File: config.mk
export PLATFORM = sky130hd
export DESIGN_NAME = pcdaf_top
export DESIGN_NICKNAME = d
export VERILOG_FILES = /design/src/pcdaf_pkg.sv /design/src/pcdaf_top.sv
export SDC_FILE = /design/constraint.sdc
export NUM_CORES = 1
export LEC_CHECK = 0
export BUFFER_PORTS_ARGS = -buffer_cell sky130_fd_sc_hd__buf_2
export CORE_MARGIN = 1.5
export CORE_UTILIZATION = 41
export CTS_CLUSTER_DIAMETER = 40
export CTS_CLUSTER_SIZE = 12
export DETAILED_ROUTE_END_ITERATION = 12
export GPL_ROUTABILITY_DRIVEN = 0
export PLACE_DENSITY = 0.66
export REMOVE_ABC_BUFFERS = 1
export SYNTH_ARGS = -nofsm -noshare
export SYNTH_HDL_FRONTEND = slang
export SYNTH_SLANG_ARGS = --single-unit
File: constraint.sdc
create_clock -name sys_clk_i -period 2.1 [get_ports sys_clk_i]
set_input_delay 0.42 -clock sys_clk_i [delete_from_list [all_inputs] [get_ports sys_clk_i]]
set_output_delay 0.42 -clock sys_clk_i [all_outputs]
set_load 0.05 [all_outputs]
File: src/pcdaf_pkg.sv
// package for the port c / port d alternate function override block
// assumes a 10 MHz system clock and a 32-bit avalon-mm register slave

package pcdaf_pkg;

  // ***************************************************
  // register map, byte addresses on the avalon slave
  // ***************************************************
  localparam logic [4:0] PORTC_DATA_OFS = 5'h00;
  localparam logic [4:0] PORTC_DIR_OFS = 5'h04;
  localparam logic [4:0] PORTC_PIN_OFS = 5'h08;
  localparam logic [4:0] PORTD_DATA_OFS = 5'h0c;
  localparam logic [4:0] PORTD_DIR_OFS = 5'h10;
  localparam logic [4:0] PORTD_PIN_OFS = 5'h14;
  localparam logic [4:0] CTRL_OFS = 5'h18;

  // ***************************************************
  // field positions and reset values
  // ***************************************************
  localparam int CTRL_PUD_BIT = 0;
  localparam int PORTC_GAP_BIT = 3;
  localparam logic [7:0] PORTC_IMPL_MASK = 8'hf7;
  localparam logic [7:0] PORT_RESET = 8'h00;
  localparam logic [7:0] DIR_RESET = 8'h00;
  localparam logic CTRL_PUD_RESET = 1'b0;

  // port d bit roles
  localparam int PD_CTS = 7;
  localparam int PD_RTS = 6;
  localparam int PD_XCK = 5;
  localparam int PD_TXD = 3;
  localparam int PD_RXD = 2;
  localparam int PD_AIP = 1;
  localparam int PD_OCB = 0;

endpackage

File: src/pcdaf_top.sv
// port c / port d pin override logic with its port registers
// assumes peripheral controls arrive on sys_clk_i; pad inputs are asynchronous
// Notes on behaviour
// - upper port c: no pull or direction override; bits 6,5 from timer1 compares
// - pc2 input kept on while pin-change 11 enabled; pc1, pc0 never overridden
// - cts forces pd7 input with gated pull-up; rts forces pd6 output
// - transmitter enable makes pd3 an output, pull-up off, driving tx data
// - tx pin is output when transmitter enabled, whatever its direction bit
// - rx pin is input when receiver enabled, whatever its direction bit
// - forced rx input keeps pull-up from port bit 2, gated by pull-up disable
// - sync clock pin direction follows pd5 direction bit
// - sync clock function only in synchronous mode, else plain port i/o
// - timer0 compare b output drives pd0 value when enabled
// - sampled cts level gates the serial transmitter
// - receiver drives rts output from its own receive state
// - pd5 feeds pin-change source 12, input kept on while enabled
// - pd3..0 feed irq 3..0, pd4 irq 5, pd7,6 irq 7,6
// - pd7 input also drives timer0 count source
// - pd2 goes to comparator negative input; enabling it overrides digital input
// - pd1 goes to comparator positive input; enabling it overrides digital input

`timescale 1ns/100ps
`default_nettype none

module pcdaf_top (
  // clock, reset, enable
  input wire logic sys_clk_i,
  input wire logic srst_i,
  input wire logic ce_i,
  // avalon-mm slave
  input wire logic [4:0] avs_address_i,
  input wire logic avs_read_i,
  input wire logic avs_write_i,
  input wire logic [31:0] avs_writedata_i,
  input wire logic [3:0] avs_byteenable_i,
  output logic [31:0] avs_readdata_o,
  output logic avs_waitrequest_o,
  // port c pads
  input wire logic [7:0] portc_pad_i,
  output logic [7:0] portc_pad_o,
  output logic [7:0] portc_pad_oe_o,
  output logic [7:0] portc_pullup_o,
  output logic [7:0] portc_input_en_o,
  // port d pads
  input wire logic [7:0] portd_pad_i,
  output logic [7:0] portd_pad_o,
  output logic [7:0] portd_pad_oe_o,
  output logic [7:0] portd_pullup_o,
  output logic [7:0] portd_input_en_o,
  // timers
  input wire logic timer1_compare_a_en_i,
  input wire logic timer1_compare_a_out_i,
  input wire logic timer1_compare_b_en_i,
  input wire logic timer1_compare_b_out_i,
  input wire logic timer0_compare_b_en_i,
  input wire logic timer0_compare_b_out_i,
  output logic timer0_count_input_o,
  // serial unit
  input wire logic serial_tx_enable_i,
  input wire logic serial_tx_data_i,
  input wire logic serial_rx_enable_i,
  input wire logic serial_rx_ready_i,
  input wire logic serial_cts_en_i,
  input wire logic serial_rts_en_i,
  input wire logic serial_sync_mode_i,
  input wire logic serial_sync_clock_out_i,
  output logic serial_rx_data_o,
  output logic serial_tx_allow_o,
  output logic serial_sync_clock_o,
  // interrupt and comparator inputs
  input wire logic [7:0] ext_irq_en_i,
  input wire logic [12:8] pin_change_en_i,
  input wire logic comparator_pos_en_i,
  input wire logic comparator_neg_en_i,
  input wire logic sleep_i,
  output logic [7:0] ext_irq_o,
  output logic [12:8] pin_change_o,
  output logic comparator_pos_in_o,
  output logic comparator_neg_in_o
);

  // ***************************************************
  // registers written by software
  // ***************************************************
  logic [7:0] portc_data, portc_dir, portd_data, portd_dir;
  logic global_pullup_disable;
  logic [7:0] next_portc_data, next_portc_dir, next_portd_data, next_portd_dir;
  logic next_global_pullup_disable;
  logic bus_ack, next_bus_ack;
  logic [31:0] next_readdata;
  logic bus_req, wr_take, lane0;
  logic [7:0] wbyte;
  logic [7:0] portc_pin, portd_pin;

  assign bus_req = avs_read_i | avs_write_i;
  assign avs_waitrequest_o = bus_req & ~(bus_ack & ce_i);
  assign wr_take = avs_write_i & bus_ack;
  assign lane0 = avs_byteenable_i[0];
  assign wbyte = avs_writedata_i[7:0];

  always_comb begin
    next_portc_data = portc_data;
    next_portc_dir = portc_dir;
    next_portd_data = portd_data;
    next_portd_dir = portd_dir;
    next_global_pullup_disable = global_pullup_disable;
    next_bus_ack = bus_req & ~bus_ack;
    next_readdata = avs_readdata_o;
    if (wr_take && lane0) begin
      case (avs_address_i)
        pcdaf_pkg::PORTC_DATA_OFS: next_portc_data = wbyte & pcdaf_pkg::PORTC_IMPL_MASK;
        pcdaf_pkg::PORTC_DIR_OFS: next_portc_dir = wbyte & pcdaf_pkg::PORTC_IMPL_MASK;
        pcdaf_pkg::PORTD_DATA_OFS: next_portd_data = wbyte;
        pcdaf_pkg::PORTD_DIR_OFS: next_portd_dir = wbyte;
        pcdaf_pkg::CTRL_OFS: next_global_pullup_disable = wbyte[pcdaf_pkg::CTRL_PUD_BIT];
        default: next_global_pullup_disable = global_pullup_disable;
      endcase
    end
    if (avs_read_i && !bus_ack) begin
      case (avs_address_i)
        pcdaf_pkg::PORTC_DATA_OFS: next_readdata = {24'h000000, portc_data};
        pcdaf_pkg::PORTC_DIR_OFS: next_readdata = {24'h000000, portc_dir};
        pcdaf_pkg::PORTC_PIN_OFS: next_readdata = {24'h000000, portc_pin};
        pcdaf_pkg::PORTD_DATA_OFS: next_readdata = {24'h000000, portd_data};
        pcdaf_pkg::PORTD_DIR_OFS: next_readdata = {24'h000000, portd_dir};
        pcdaf_pkg::PORTD_PIN_OFS: next_readdata = {24'h000000, portd_pin};
        pcdaf_pkg::CTRL_OFS: next_readdata = {31'h00000000, global_pullup_disable};
        default: next_readdata = 32'h00000000;
      endcase
    end
  end

  always_ff @(posedge sys_clk_i) begin
    if (srst_i) begin
      portc_data <= pcdaf_pkg::PORT_RESET;
      portc_dir <= pcdaf_pkg::DIR_RESET;
      portd_data <= pcdaf_pkg::PORT_RESET;
      portd_dir <= pcdaf_pkg::DIR_RESET;
      global_pullup_disable <= pcdaf_pkg::CTRL_PUD_RESET;
      bus_ack <= 1'b0;
      avs_readdata_o <= 32'h00000000;
    end else if (ce_i) begin
      portc_data <= next_portc_data;
      portc_dir <= next_portc_dir;
      portd_data <= next_portd_data;
      portd_dir <= next_portd_dir;
      global_pullup_disable <= next_global_pullup_disable;
      bus_ack <= next_bus_ack;
      avs_readdata_o <= next_readdata;
    end
  end

  // ***************************************************
  // pad input synchronisers, three stages with agreement
  // ***************************************************
  logic [15:0] pad_s1, pad_s2, pad_s3, pad_filt, next_pad_filt;
  logic [15:0] die_all;

  always_comb begin
    // filtered level moves only once stages two and three agree
    next_pad_filt = (pad_s2 & pad_s3) | (pad_filt & (pad_s2 | pad_s3));
  end

  always_ff @(posedge sys_clk_i) begin
    if (srst_i) begin
      pad_s1 <= 16'h0000;
      pad_s2 <= 16'h0000;
      pad_s3 <= 16'h0000;
      pad_filt <= 16'h0000;
    end else if (ce_i) begin
      pad_s1 <= {portd_pad_i, portc_pad_i};
      pad_s2 <= pad_s1;
      pad_s3 <= pad_s2;
      pad_filt <= next_pad_filt;
    end
  end

  // a disabled digital input reads as zero
  assign die_all = {portd_input_en_o, portc_input_en_o};
  assign portc_pin = pad_filt[7:0] & die_all[7:0] & pcdaf_pkg::PORTC_IMPL_MASK;
  assign portd_pin = pad_filt[15:8] & die_all[15:8];

  // ***************************************************
  // override signal sets per pin
  // ***************************************************
  logic [15:0] pullup_override_enable, pullup_override_value, direction_override_enable, direction_override_value, port_value_override_enable, port_value_override_value, input_enable_override_enable, input_enable_override_value;
  logic [15:0] port_all, dir_all;
  logic xck_drive;

  assign port_all = {portd_data, portc_data};
  assign dir_all = {portd_dir, portc_dir};
  assign xck_drive = serial_sync_mode_i & portd_dir[pcdaf_pkg::PD_XCK];

  always_comb begin
    pullup_override_enable = 16'h0000;
    pullup_override_value = 16'h0000;
    direction_override_enable = 16'h0000;
    direction_override_value = 16'h0000;
    port_value_override_enable = 16'h0000;
    port_value_override_value = 16'h0000;
    input_enable_override_enable = 16'h0000;
    input_enable_override_value = 16'h0000;
    // port c: only value overrides on 6,5 and input-enable keeps, none on 1,0
    port_value_override_enable[6] = timer1_compare_a_en_i;
    port_value_override_value[6] = timer1_compare_a_out_i;
    port_value_override_enable[5] = timer1_compare_b_en_i;
    port_value_override_value[5] = timer1_compare_b_out_i;
    input_enable_override_enable[7] = ext_irq_en_i[4];
    input_enable_override_enable[6] = pin_change_en_i[8];
    input_enable_override_enable[5] = pin_change_en_i[9];
    input_enable_override_enable[4] = pin_change_en_i[10];
    input_enable_override_enable[2] = pin_change_en_i[11];
    input_enable_override_value[7:4] = 4'hf;
    input_enable_override_value[2] = 1'b1;
    // port d
    pullup_override_enable[8 + pcdaf_pkg::PD_CTS] = serial_cts_en_i;
    pullup_override_value[8 + pcdaf_pkg::PD_CTS] = portd_data[pcdaf_pkg::PD_CTS] & ~global_pullup_disable;
    direction_override_enable[8 + pcdaf_pkg::PD_CTS] = serial_cts_en_i;
    pullup_override_enable[8 + pcdaf_pkg::PD_RTS] = serial_rts_en_i;
    direction_override_enable[8 + pcdaf_pkg::PD_RTS] = serial_rts_en_i;
    direction_override_value[8 + pcdaf_pkg::PD_RTS] = 1'b1;
    port_value_override_enable[8 + pcdaf_pkg::PD_RTS] = serial_rts_en_i;
    port_value_override_value[8 + pcdaf_pkg::PD_RTS] = ~serial_rx_ready_i;
    port_value_override_enable[8 + pcdaf_pkg::PD_XCK] = xck_drive;
    port_value_override_value[8 + pcdaf_pkg::PD_XCK] = serial_sync_clock_out_i;
    pullup_override_enable[8 + pcdaf_pkg::PD_TXD] = serial_tx_enable_i;
    direction_override_enable[8 + pcdaf_pkg::PD_TXD] = serial_tx_enable_i;
    direction_override_value[8 + pcdaf_pkg::PD_TXD] = 1'b1;
    port_value_override_enable[8 + pcdaf_pkg::PD_TXD] = serial_tx_enable_i;
    port_value_override_value[8 + pcdaf_pkg::PD_TXD] = serial_tx_data_i;
    pullup_override_enable[8 + pcdaf_pkg::PD_RXD] = serial_rx_enable_i;
    pullup_override_value[8 + pcdaf_pkg::PD_RXD] = portd_data[pcdaf_pkg::PD_RXD] & ~global_pullup_disable;
    direction_override_enable[8 + pcdaf_pkg::PD_RXD] = serial_rx_enable_i;
    port_value_override_enable[8 + pcdaf_pkg::PD_OCB] = timer0_compare_b_en_i;
    port_value_override_value[8 + pcdaf_pkg::PD_OCB] = timer0_compare_b_out_i;
    // digital input keeps for irqs, pin change 12 and cts; comparator turns it off
    input_enable_override_enable[15] = ext_irq_en_i[7] | serial_cts_en_i;
    input_enable_override_enable[14] = ext_irq_en_i[6];
    input_enable_override_enable[13] = pin_change_en_i[12];
    input_enable_override_enable[12] = ext_irq_en_i[5];
    input_enable_override_enable[11] = ext_irq_en_i[3];
    input_enable_override_enable[10] = ext_irq_en_i[2] | comparator_neg_en_i;
    input_enable_override_enable[9] = ext_irq_en_i[1] | comparator_pos_en_i;
    input_enable_override_enable[8] = ext_irq_en_i[0];
    input_enable_override_value[15:11] = 5'h1f;
    input_enable_override_value[10] = ~comparator_neg_en_i;
    input_enable_override_value[9] = ~comparator_pos_en_i;
    input_enable_override_value[8] = 1'b1;
  end

  // ***************************************************
  // per-pin resolution of overrides against port settings
  // ***************************************************
  logic [15:0] res_pull, res_dir, res_val, res_die;

  for (genvar i = 0; i < 16; i++) begin : g_pin
    logic base_pull;
    assign base_pull = port_all[i] & ~dir_all[i] & ~global_pullup_disable;
    assign res_pull[i] = pullup_override_enable[i] ? pullup_override_value[i] : base_pull;
    assign res_dir[i] = direction_override_enable[i] ? direction_override_value[i] : dir_all[i];
    assign res_val[i] = port_value_override_enable[i] ? port_value_override_value[i] : port_all[i];
    assign res_die[i] = input_enable_override_enable[i] ? input_enable_override_value[i] : ~sleep_i;
  end

  // ***************************************************
  // registered pad controls and peripheral inputs
  // ***************************************************
  logic [15:0] next_pad_out, next_pad_oe, next_pull, next_die;
  logic [7:0] next_ext_irq;
  logic [12:8] next_pin_change;
  logic next_t0, next_rxd, next_tx_allow, next_xck, next_cmp_pos, next_cmp_neg;
  logic [15:0] din;
  assign din = pad_filt & die_all;
  always_comb begin
    next_pad_out = res_val;
    next_pad_oe = res_dir;
    // a pin that drives out has no pull-up
    next_pull = res_pull & ~res_dir;
    next_die = res_die;
    next_ext_irq = {din[15], din[14], din[12], din[7], din[11:8]};
    next_pin_change = {din[13], din[2], din[4], din[5], din[6]};
    next_t0 = din[8 + pcdaf_pkg::PD_CTS];
    next_rxd = din[8 + pcdaf_pkg::PD_RXD];
    // cts low lets the transmitter run
    next_tx_allow = ~serial_cts_en_i | ~din[8 + pcdaf_pkg::PD_CTS];
    next_xck = serial_sync_mode_i & ~portd_dir[pcdaf_pkg::PD_XCK] & din[13];
    next_cmp_pos = pad_filt[8 + pcdaf_pkg::PD_AIP];
    next_cmp_neg = pad_filt[8 + pcdaf_pkg::PD_RXD];
  end

  always_ff @(posedge sys_clk_i) begin
    if (srst_i) begin
      {portd_pad_o, portc_pad_o} <= 16'h0000;
      {portd_pad_oe_o, portc_pad_oe_o} <= 16'h0000;
      {portd_pullup_o, portc_pullup_o} <= 16'h0000;
      {portd_input_en_o, portc_input_en_o} <= 16'hffff;
      ext_irq_o <= 8'h00;
      pin_change_o <= 5'h00;
      timer0_count_input_o <= 1'b0;
      serial_rx_data_o <= 1'b0;
      serial_tx_allow_o <= 1'b1;
      serial_sync_clock_o <= 1'b0;
      comparator_pos_in_o <= 1'b0;
      comparator_neg_in_o <= 1'b0;
    end else if (ce_i) begin
      {portd_pad_o, portc_pad_o} <= next_pad_out;
      {portd_pad_oe_o, portc_pad_oe_o} <= next_pad_oe;
      {portd_pullup_o, portc_pullup_o} <= next_pull;
      {portd_input_en_o, portc_input_en_o} <= next_die;
      ext_irq_o <= next_ext_irq;
      pin_change_o <= next_pin_change;
      timer0_count_input_o <= next_t0;
      serial_rx_data_o <= next_rxd;
      serial_tx_allow_o <= next_tx_allow;
      serial_sync_clock_o <= next_xck;
      comparator_pos_in_o <= next_cmp_pos;
      comparator_neg_in_o <= next_cmp_neg;
    end
  end
endmodule

`default_nettype wire

==> out/summary.txt, run 1 <==
Post-route DRC: 0
PortBufs: 152
Post-synth EDFFs: 0
Via-per-instance ratio: 5.00
Critical path type: flop to flop
Die W: 135 µm
Yosys warnings: 0
Most common cell after layout, fill and taps aside: dfxtp_1
Async S/R FF share, synth: 0%
Post-DRT Antenna Nets: 0
Hold WS: 0.187 ns
Largest net degree at the start of global routing: 58
Power per standard cell area: 835 mW/mm²
CP max stage delay: 0.69 ns
GR peak layer: met2
Leak: 3.90 nW
Grt met3 use: 5.11%
Worst EP arrival: 2.01 ns
Share of cells above drive strength 1: 22.6%
Vias: 5732
Final Skew: 0.00774 ns
Wire per inst: 15.4 µm
Crit start category: flop
CP cell instances: nand3b_1 -> or4_1 -> a221oi_1
Fin Setup TNS: 0 ns
Fin crit period: 1.68 ns
Mapped Area: 0.00714 mm²
RSZ-0062 raised after global routing: no
Synth Register Bits: 176
Final hold viol count: 0
Register area share after synthesis: 49.3%
Area share of the largest cell type after synthesis: 49.3%
# resized after CTS: 0
Clock transition at path regs: 0.06 ns
CP max-delay cell: or4_1
Vias in the first global route: 5255
WL final: 17700 µm
Top cell type by total area after synthesis: dfxtp_1
Die height: 135 µm
Nets@finish: 1000
Clock sink count: 176
Max-slew violations: 0
Fmax: 596 MHz
# IOs: 208
Syn Inst Count: 772
Setup Viol. Count Final: 0
Most frequent cells in the layout: dfxtp_1 (176), buf_2 (150), nor2_1 (133)
CP Max Fanout: 8
Dominant cells by area after synthesis: dfxtp_1 (49%), mux2i_1 (16%), nor2_1 (7.0%)
Maximum vdd drop: 0.000558 V
M2 GR Usage: 31.3%
Placed Area: 0.00805 mm²
Fin util: 50.3%
Rows: 48
Layout Area Growth over Synthesis: 21.1%
CTS Buf Count: 17
Clk_lat worst skew: 0.42 ns
Die Area: 0.0182 mm²
CTS hold repair buffers: 0
Overflow after GRT: 0
Maxcap violations: 0
Synth unique cells: 49
Synth Flop Type: dfxtp_1
Initial antenna violation count: 0
Number of diodes: 0
Pre-antenna DRT Iters: 5
Post-Layout Inst Area: 0.00865 mm²
Crit end category: flop
Worst-margin pin slew: 0.687 ns
Slew headroom: 54.2%
Root Buffer: clkbuf_16
CTS tree: done
Worst Path Required: 2.43 ns
GR Layer Usage met1: 25.9%
H-tree Lvls: 4
GR Util All Layers: 19.5%
Core footprint: 0.0172 mm²
Tcrit/Tclk final: 79.8%
Avg Cell Area, Syn: 9.25 µm²
Class of the worst hold path: primary input to flop
First-pass GRT wire length: 27800 µm
Initial DRC Count: 320
Initial Utilization: 41.6%
CTS Buffer Depth: 2
Setup Buffers After CTS: 0
Detailed Place HPWL: 12200 µm
Status: finished, final reports clean
-- path summary, 6_finish.rpt --
check,from,cells after the start,slack [ns],to
hold reg to reg,pad_s3[15],2,0.45,pad_filt[15]
setup reg to reg,bus_ack,3,0.42,avs_readdata_o[7]
setup / recovery,bus_ack,3,0.42,avs_readdata_o[7]
hold / removal,comparator_pos_en_i,2,0.19,portd_input_en_o[1]
-- Yosys cell counts, drive strengths merged (2+ instances only) --
master	n
a21oi	57
nor4	2
nor4b	10
nor3	6
and3	2
a32o	2
nand4	3
or4	2
o21ai	23
a222oi	4
nor2	133
nand3	23
o31ai	2
nor2b	3
a32oi	6
nand2	65
a221oi	7
nand2b	6
mux2i	115
a21o	15
dfxtp	176
buf	38
inv	5
nand3b	2
clkbuf	42
a211oi	7
-- where the power goes --
part	internal (mW)	switching, mW
registers	3.40	0.0440
logic	0.178	0.452
clock network	1.88	1.28
-- routing by layer --
layer	wire length, µm	up-vias	part of all wire, %
met5	0	-	0
met4	199	0	1.1
met3	1000	13	5.7
met2	8120	138	46
met1	8340	2670	47
li1	-	2911	-
-- cell families (layout without fill, tap and decap cells) --
family / Yosys count / in the layout / synth area share [%]
AOI/OAI and AO/OA: 132 / 132 / 11.5
buffers and inverters: 85 / 208 / 6.31
DFF: 176 / 176 / 49.3
muxes: 115 / 115 / 16.1
other: 1 / 27 / 0.0525
and+or+nand+nor: 263 / 263 / 16.7
-- flip-flops by register name (all words and copies together), names as in the netlist, 6 cells and up --
name and flops:
portc_dir 7, portc_pad_oe_o 7, portd_pullup_o 8, ext_irq_o 7, pad_s3 15, portc_data 7, portd_dir 8, portc_pad_o 7
portd_input_en_o 8, avs_readdata_o 8, portd_pad_o 8, pad_s1 15, portd_pad_oe_o 8, pad_filt 15, portd_data 8, portc_input_en_o 6
pad_s2 15, portc_pullup_o 7
-- critical path, delay by kind of cell, from the launching register on --
family | cells | cell delay, ns
flops | 1 | 0.34
simple gates | 2 | 0.91
compound gates | 1 | 0.33
-- final cells by class --
class / count / area [µm²]
fill: 1698 / 8530
multi-input combinational: 537 / 3270
clock inverter: 9 / 106
sequential: 176 / 3520
timing repair buffer: 171 / 962
clock buffer: 23 / 488
inverter: 5 / 18.8
tap: 225 / 282
-- stage by stage --
step / power (mW) / cells / worst slack [ns]
6_report: 7.22 / 1146 / 0.423
4_1_cts: 7.30 / 1146 / 0.424
2_1_floorplan: 3.85 / 718 / 0.120
3_3_place_gp: 4.14 / 1114 / 0.135
5_1_grt: 7.49 / 1146 / 0.320
3_5_place_dp: 4.15 / 1114 / 0.104
Power figures use the tool's default switching activity.
==> run 2: changes to the inputs <==
--- a/config.mk
+++ b/config.mk
@@ -5,6 +5,7 @@
 export SDC_FILE = /design/constraint.sdc
 export NUM_CORES = 1
 export LEC_CHECK = 0
+export ABC_AREA = 1
 export BUFFER_PORTS_ARGS = -buffer_cell sky130_fd_sc_hd__buf_2
 export CORE_MARGIN = 1.5
 export CORE_UTILIZATION = 41
@@ -12,7 +13,7 @@
 export CTS_CLUSTER_SIZE = 12
 export DETAILED_ROUTE_END_ITERATION = 12
 export GPL_ROUTABILITY_DRIVEN = 0
-export PLACE_DENSITY = 0.66
+export PLACE_DENSITY = 0.68
 export REMOVE_ABC_BUFFERS = 1
 export SYNTH_ARGS = -nofsm -noshare
 export SYNTH_HDL_FRONTEND = slang
==> constraint.sdc (replaced) <==
create_clock -name sys_clk_i -period 1.5 [get_ports sys_clk_i]
set_input_delay 0.3 -clock sys_clk_i [delete_from_list [all_inputs] [get_ports sys_clk_i]]
set_output_delay 0.3 -clock sys_clk_i [all_outputs]
set_load 0.05 [all_outputs]
==> run 2 against run 1 <==
Cell count is 14% higher. Sequential share of layout area is 0.37 points lower. First-iteration DRC count is 21% higher.
==> out/summary.txt, run 2 <==
Status: finished, final reports clean
Top cell type by total area after synthesis: dfxtp_1
Clock sink count: 176 (unchanged)
Final hold viol count: 0 (unchanged)
Layout Area Growth over Synthesis: 23.4%
Synth unique cells: 30 (-39%)
Via-per-instance ratio: 5.01 (+0.10%)
Reg2reg start: bus_ack
Crit end category: output port
Synth Flop Type: dfxtp_1
Vias: 6519 (+14%)
Post-synth EDFFs: 0 (unchanged)
Number of diodes: 0 (unchanged)
Crit. Startpoint: bus_ack
Fin Setup TNS: 0 ns (unchanged)
First-pass GRT wire length: 29700 µm (+6.9%)
Initial antenna violation count: 0 (unchanged)
Uppermost layer routed: met4
Post-DRT Antenna Nets: 0 (unchanged)
Final WS setup: 0.0643 ns (-0.359 ns)
Power per standard cell area: 1260 mW/mm² (+50%)
Async S/R FF share, synth: 0% (unchanged)
Worst R2R End: portc_dir[0]
CTS hold repair buffers: 0 (unchanged)
Flop2flop setup slack: 0.16 ns (-0.26 ns)
Post-Layout Inst Area: 0.00873 mm² (+1.0%)
Final Skew: 0.0112 ns (+0.00344 ns)
Initial Utilization: 42.4% (+0.78 points)
Clock transition at path regs: 0.06 ns (about the same)
CTS Buffer Depth: 2 (unchanged)
Most frequent cells in the layout: dfxtp_1 (174), nand2_1 (158), buf_2 (148)
Largest net degree at the start of global routing: 68 (+17%)
Overflow after GRT: 0 (unchanged)
Clk_lat worst skew: 0.43 ns (about the same)
Detailed Place HPWL: 13200 µm (+8.5%)
Core footprint: 0.0167 mm² (-2.8%)
Fin crit period: 1.44 ns
Nets@finish: 1162 (+16%)
Wire per inst: 14.6 µm (-5.4%)
Post-route DRC: 0 (unchanged)
Most common cell after layout, fill and taps aside: dfxtp_1
Placed Area: 0.00805 mm² (unchanged)
Maxcap violations: 0 (unchanged)
CP Capture Point: avs_waitrequest_o
CP Max Fanout: 3 (-5)
Area share of the largest cell type after synthesis: 49.8% (+0.47 points)
Worst EP arrival: 1.14 ns (-0.87 ns)
Initial DRC Count: 386 (+21%)
Leak: 3.82 nW (-1.9%)
Dpl ws: 0.0510 ns (-0.0532 ns)
Rows: 47 (-2.1%)
Worst Path Required: 1.20 ns (-1.23 ns)
Power Total: 11.0 mW (+52%)
Syn Inst Count: 928 (+20%)
Hold Crit Depth: 2 (unchanged)
Mapped Area: 0.00708 mm² (-0.95%)
Avg Cell Area, Syn: 7.62 µm² (-18%)
R2R cell count: 7 (+4)
Die Area: 0.0181 mm² (-0.93%)
Synth Register Bits: 176 (unchanged)
Die height: 134 µm (-0.47%)
Share of cells above drive strength 1: 21.9% (-0.68 points)
Fmax: 697 MHz
Max-slew violations: 0 (unchanged)
Die W: 134 µm (-0.47%)
M1 WL: 8610 µm (+3.2%)
Setup Viol. Count Final: 0 (unchanged)
Tcrit/Tclk final: 95.7%
Top-count cell post-synth: dfxtp_1
Dominant cells by area after synthesis: dfxtp_1 (50%), nand2_1 (8.4%), o21ai_0 (8.2%)
H-tree Lvls: 4 (unchanged)
Yosys warnings: 0 (unchanged)
# IOs: 208 (unchanged)
Pre-antenna DRT Iters: 6 (+1)
Vias in the first global route: 5730 (+9.0%)
Maximum vdd drop: 0.000859 V (+54%)
RSZ-0062 raised after global routing: no
GR Util All Layers: 21.1% (+1.6 points)
WL final: 19000 µm (+7.4%)
CTS tree: done
Register area share after synthesis: 49.8% (+0.47 points)
Critical path type: flop to output port
WL met3: 1220 µm (+22%)
PortBufs: 152 (unchanged)
Commonest cells in the netlist: dfxtp_1 (176), nand2_1 (158), nor2_1 (144), o21ai_0 (116), a21oi_1 (109)
Met2 Wirelength: 8920 µm (+9.8%)
Root Buffer: clkbuf_16
Crit start category: flop
CTS Buf Count: 17 (unchanged)
Class of the worst hold path: primary input to flop
## run 2: cells by family after synthesis
group,share of synthesized area (%)
compound gates,17.9
buf+inv,9.11
flops,49.8
other cells,0.0530
simple gates,23.1
## run 2: what timing repair did
action / in CTS / in global routing
gates cloned: 0 / 0
setup endpoints to repair: 3 / 12
setup buffers: 1 / 0
resized for setup: 2 / 6
pin swaps: 1 / 0
## run 2: cell type report
cell class / count / area (µm²)
clock buffers: 20 / 467
clock inverters: 11 / 185
fillers: 1632 / 7970
inverters: 45 / 175
multi-input cells: 649 / 3010
flip-flops and latches: 176 / 3530
well taps: 220 / 275
repair buffers: 181 / 1090
## run 2: per-stage QoR
stage          cells  util (%)  hold slack (ns)
2_1_floorplan    870         -            0.362
3_3_place_gp    1270      48.2            0.447
3_5_place_dp    1270      48.2            0.450
4_1_cts         1302      52.2           0.0415
5_1_grt         1302      52.3           0.0519
6_report        1302      52.3           0.0571
## run 2: worst min path at each step
| stage | start | end | slack, ns |
|---|---|---|---|
| after floorplan | srst_i | avs_readdata_o[3] | 0.36 |
| after global placement | portc_pad_oe_o[0] | portc_pad_oe_o[0] | 0.45 |
| after detailed placement | portc_pad_oe_o[5] | portc_pad_oe_o[5] | 0.45 |
| after CTS | comparator_neg_en_i | portd_input_en_o[2] | 0.04 |
| after global routing | comparator_pos_en_i | portd_input_en_o[1] | 0.05 |
| final | comparator_neg_en_i | portd_input_en_o[2] | 0.06 |
## run 2: power by group
part / total [mW] / leakage (nW) / switching (mW) / internal, mW
clock: 4.85 / 0.318 / 1.78 / 3.07
sequential: 4.91 / 1.44 / 0.0850 / 4.82
combinational: 1.22 / 2.07 / 0.902 / 0.317
total: 11.0 / 3.82 / 2.77 / 8.21
## run 2: metal layers
metal	global-route usage, %	up-vias
met5	0	-
met4	6.51	0
met3	5.33	18
met2	33.9	181
met1	28.0	3016
li1	-	3304
## run 2: worst max-delay path, stage by stage (launching register included)
cell and delay, ns:
dfxtp_2 0.34, nand2_4 0.06, inv_1 0.05, nor2_2 0.09, buf_6 0.16
==> run 3: changes to the inputs <==
--- a/config.mk
+++ b/config.mk
@@ -5,8 +5,8 @@
 export SDC_FILE = /design/constraint.sdc
 export NUM_CORES = 1
 export LEC_CHECK = 0
-export ABC_AREA = 1
 export BUFFER_PORTS_ARGS = -buffer_cell sky130_fd_sc_hd__buf_2
+export CAP_MARGIN = 30
 export CORE_MARGIN = 1.5
 export CORE_UTILIZATION = 41
 export CTS_CLUSTER_DIAMETER = 40
==> run 3 against run 2 <==
The flow now finishes with violations (negative setup slack). Critical path depth is the same. Register-to-register slack lost 0.19 ns. Die area grew 0.94%. Sequential cell count is the same. Count of clock-buffer cells in the layout grew 4. Global-route usage shrank 0.076 points. Sequential share of layout area shrank 1.4 points. Combinational power shrank 21%. Power shrank 2.0%. Fmax shrank 6.3%. Utilization grew 0.37 points. Highest routed layer unchanged.
==> out/summary.txt, run 3 (same netlist as run 1, synthesis figures left out) <==
Die height: 135 µm (+0.47%)
Setup Buffers After CTS: 0 (-1)
Power Total: 10.8 mW (-2.0%)
Slew headroom: 64.0%
Crit end category: flop
CTS tree: done
Initial DRC Count: 380 (-1.6%)
Layout Area Growth over Synthesis: 26.6%
Post-DRT Antenna Nets: 0 (unchanged)
Via-per-instance ratio: 5.05 (+0.85%)
Leak: 4.11 nW (+7.4%)
Worst Path Required: 1.83 ns (+0.63 ns)
Maxcap violations: 0 (unchanged)
First-pass GRT wire length: 30100 µm (+1.1%)
Maximum vdd drop: 0.000727 V (-15%)
Pre-antenna DRT Iters: 5 (-1)
Detailed Place HPWL: 13200 µm (-0.17%)
Nets@finish: 1031 (-11%)
Final hold viol count: 0 (unchanged)
Fin crit period: 1.53 ns (+0.0970 ns)
Power per standard cell area: 1190 mW/mm² (-5.4%)
Final WS setup: -0.0327 ns (-0.0970 ns)
Wire per inst: 15.8 µm (+8.1%)
Root Buffer: clkbuf_16
Number of diodes: 0 (unchanged)
Most common cell after layout, fill and taps aside: dfxtp_1
Placed Area: 0.00831 mm² (+3.2%)
Post-route DRC: 0 (unchanged)
Initial antenna violation count: 0 (unchanged)
Final Skew: 0.00786 ns (-0.00331 ns)
Die Area: 0.0182 mm² (+0.94%)
Initial Utilization: 41.6% (-0.78 points)
PortBufs: 152 (unchanged)
H-tree Lvls: 4 (unchanged)
WL final: 18500 µm (-2.3%)
# IOs: 208 (unchanged)
Most frequent cells in the layout: dfxtp_1 (175), buf_2 (149), nor2_1 (133)
CP Max Fanout: 8 (+5)
Max-slew violations: 0 (unchanged)
Vias in the first global route: 5679 (-0.89%)
Worst-margin pin slew: 0.538 ns
Failing checks: negative setup slack
Setup Viol. Count Final: 4 (+4)
RSZ-0062 raised after global routing: yes
Post-Layout Inst Area: 0.00905 mm² (+3.6%)
CTS Buffer Depth: 2 (unchanged)
GR Util All Layers: 21.1% (-0.076 points)
Largest net degree at the start of global routing: 62 (-8.8%)
CTS Buf Count: 17 (unchanged)
Vias: 5943 (-8.8%)
Worst EP arrival: 1.87 ns (+0.73 ns)
Overflow after GRT: 0 (unchanged)
Tcrit/Tclk final: 102% (+6.5 points)
Clk_lat worst skew: 0.42 ns (about the same)
Critical path type: flop to flop
Clock transition at path regs: 0.07 ns (about the same)
GR peak layer: met2
Core footprint: 0.0172 mm² (+2.8%)
Clock sink count: 176 (unchanged)
M2 GR Usage: 33.9% (about the same)
Share of cells above drive strength 1: 25.8% (+3.9 points)
Rows: 48 (+2.1%)
GR Layer Usage met1: 27.3% (-0.67 points)
Grt met3 use: 5.14% (-0.19 points)
Die W: 135 µm (+0.47%)
Fmax: 652 MHz (-6.3%)
Class of the worst hold path: primary input to flop
Status: finished with violations
Crit start category: flop
CTS hold repair buffers: 0 (unchanged)
-- run 3: path summary, 6_finish.rpt --
check / cells after the start / endpoint / slack [ns] / startpoint
max: 4 / avs_readdata_o[6] / -0.03 / bus_ack
min: 2 / portd_input_en_o[1] / 0.06 / comparator_pos_en_i
max reg2reg: 4 / avs_readdata_o[6] / -0.03 / bus_ack
min reg2reg: 2 / pad_filt[13] / 0.46 / pad_s3[13]
-- run 3: final cells by class --
class	instances	area [µm²]
multi-input combinational	537	3300
fill	1626	8130
clock buffer	24	502
timing repair buffer	202	1250
sequential	176	3520
clock inverter	8	174
inverter	5	18.8
tap	225	282
-- run 3: stage by stage --
stage	TNS (ns)	setup WS, ns	hold WS (ns)	std cells	util [%]
2_1_floorplan	-9.41	-0.480	0.369	718	-
3_3_place_gp	-7.53	-0.300	0.444	1145	48.4
3_5_place_dp	-8.41	-0.391	0.445	1145	48.4
4_1_cts	0	0.000873	0.0436	1177	52.5
5_1_grt	-0.855	-0.0723	0.0410	1177	52.7
6_report	-0.0623	-0.0327	0.0595	1177	52.7
-- run 3: critical path, stage by stage (launching register included) --
cell,delay (ns)
dfxtp_2,0.32
nand3b_1,0.24
or4_1,0.45
buf_6,0.17
a221oi_2,0.27
-- run 3: routing by layer --
layer | part of all wire [%] | vias up | wire [µm]
li1 | - | 2958 | -
met1 | 46 | 2798 | 8590
met3 | 5.3 | 29 | 978
met5 | 0 | - | 0
met4 | 2.2 | 0 | 405
met2 | 46 | 158 | 8580
-- run 3: power by group --
| part | switching, mW | internal (mW) |
|---|---|---|
| sequential | 0.0603 | 4.75 |
| combinational | 0.655 | 0.303 |
| clock | 1.80 | 3.19 |
-- run 3: timing repair --
action,CTS,global route
pin swaps,2,3
gates resized for setup,7,8
endpoints found under the setup margin,12,27
hold endpoints to repair,0,0
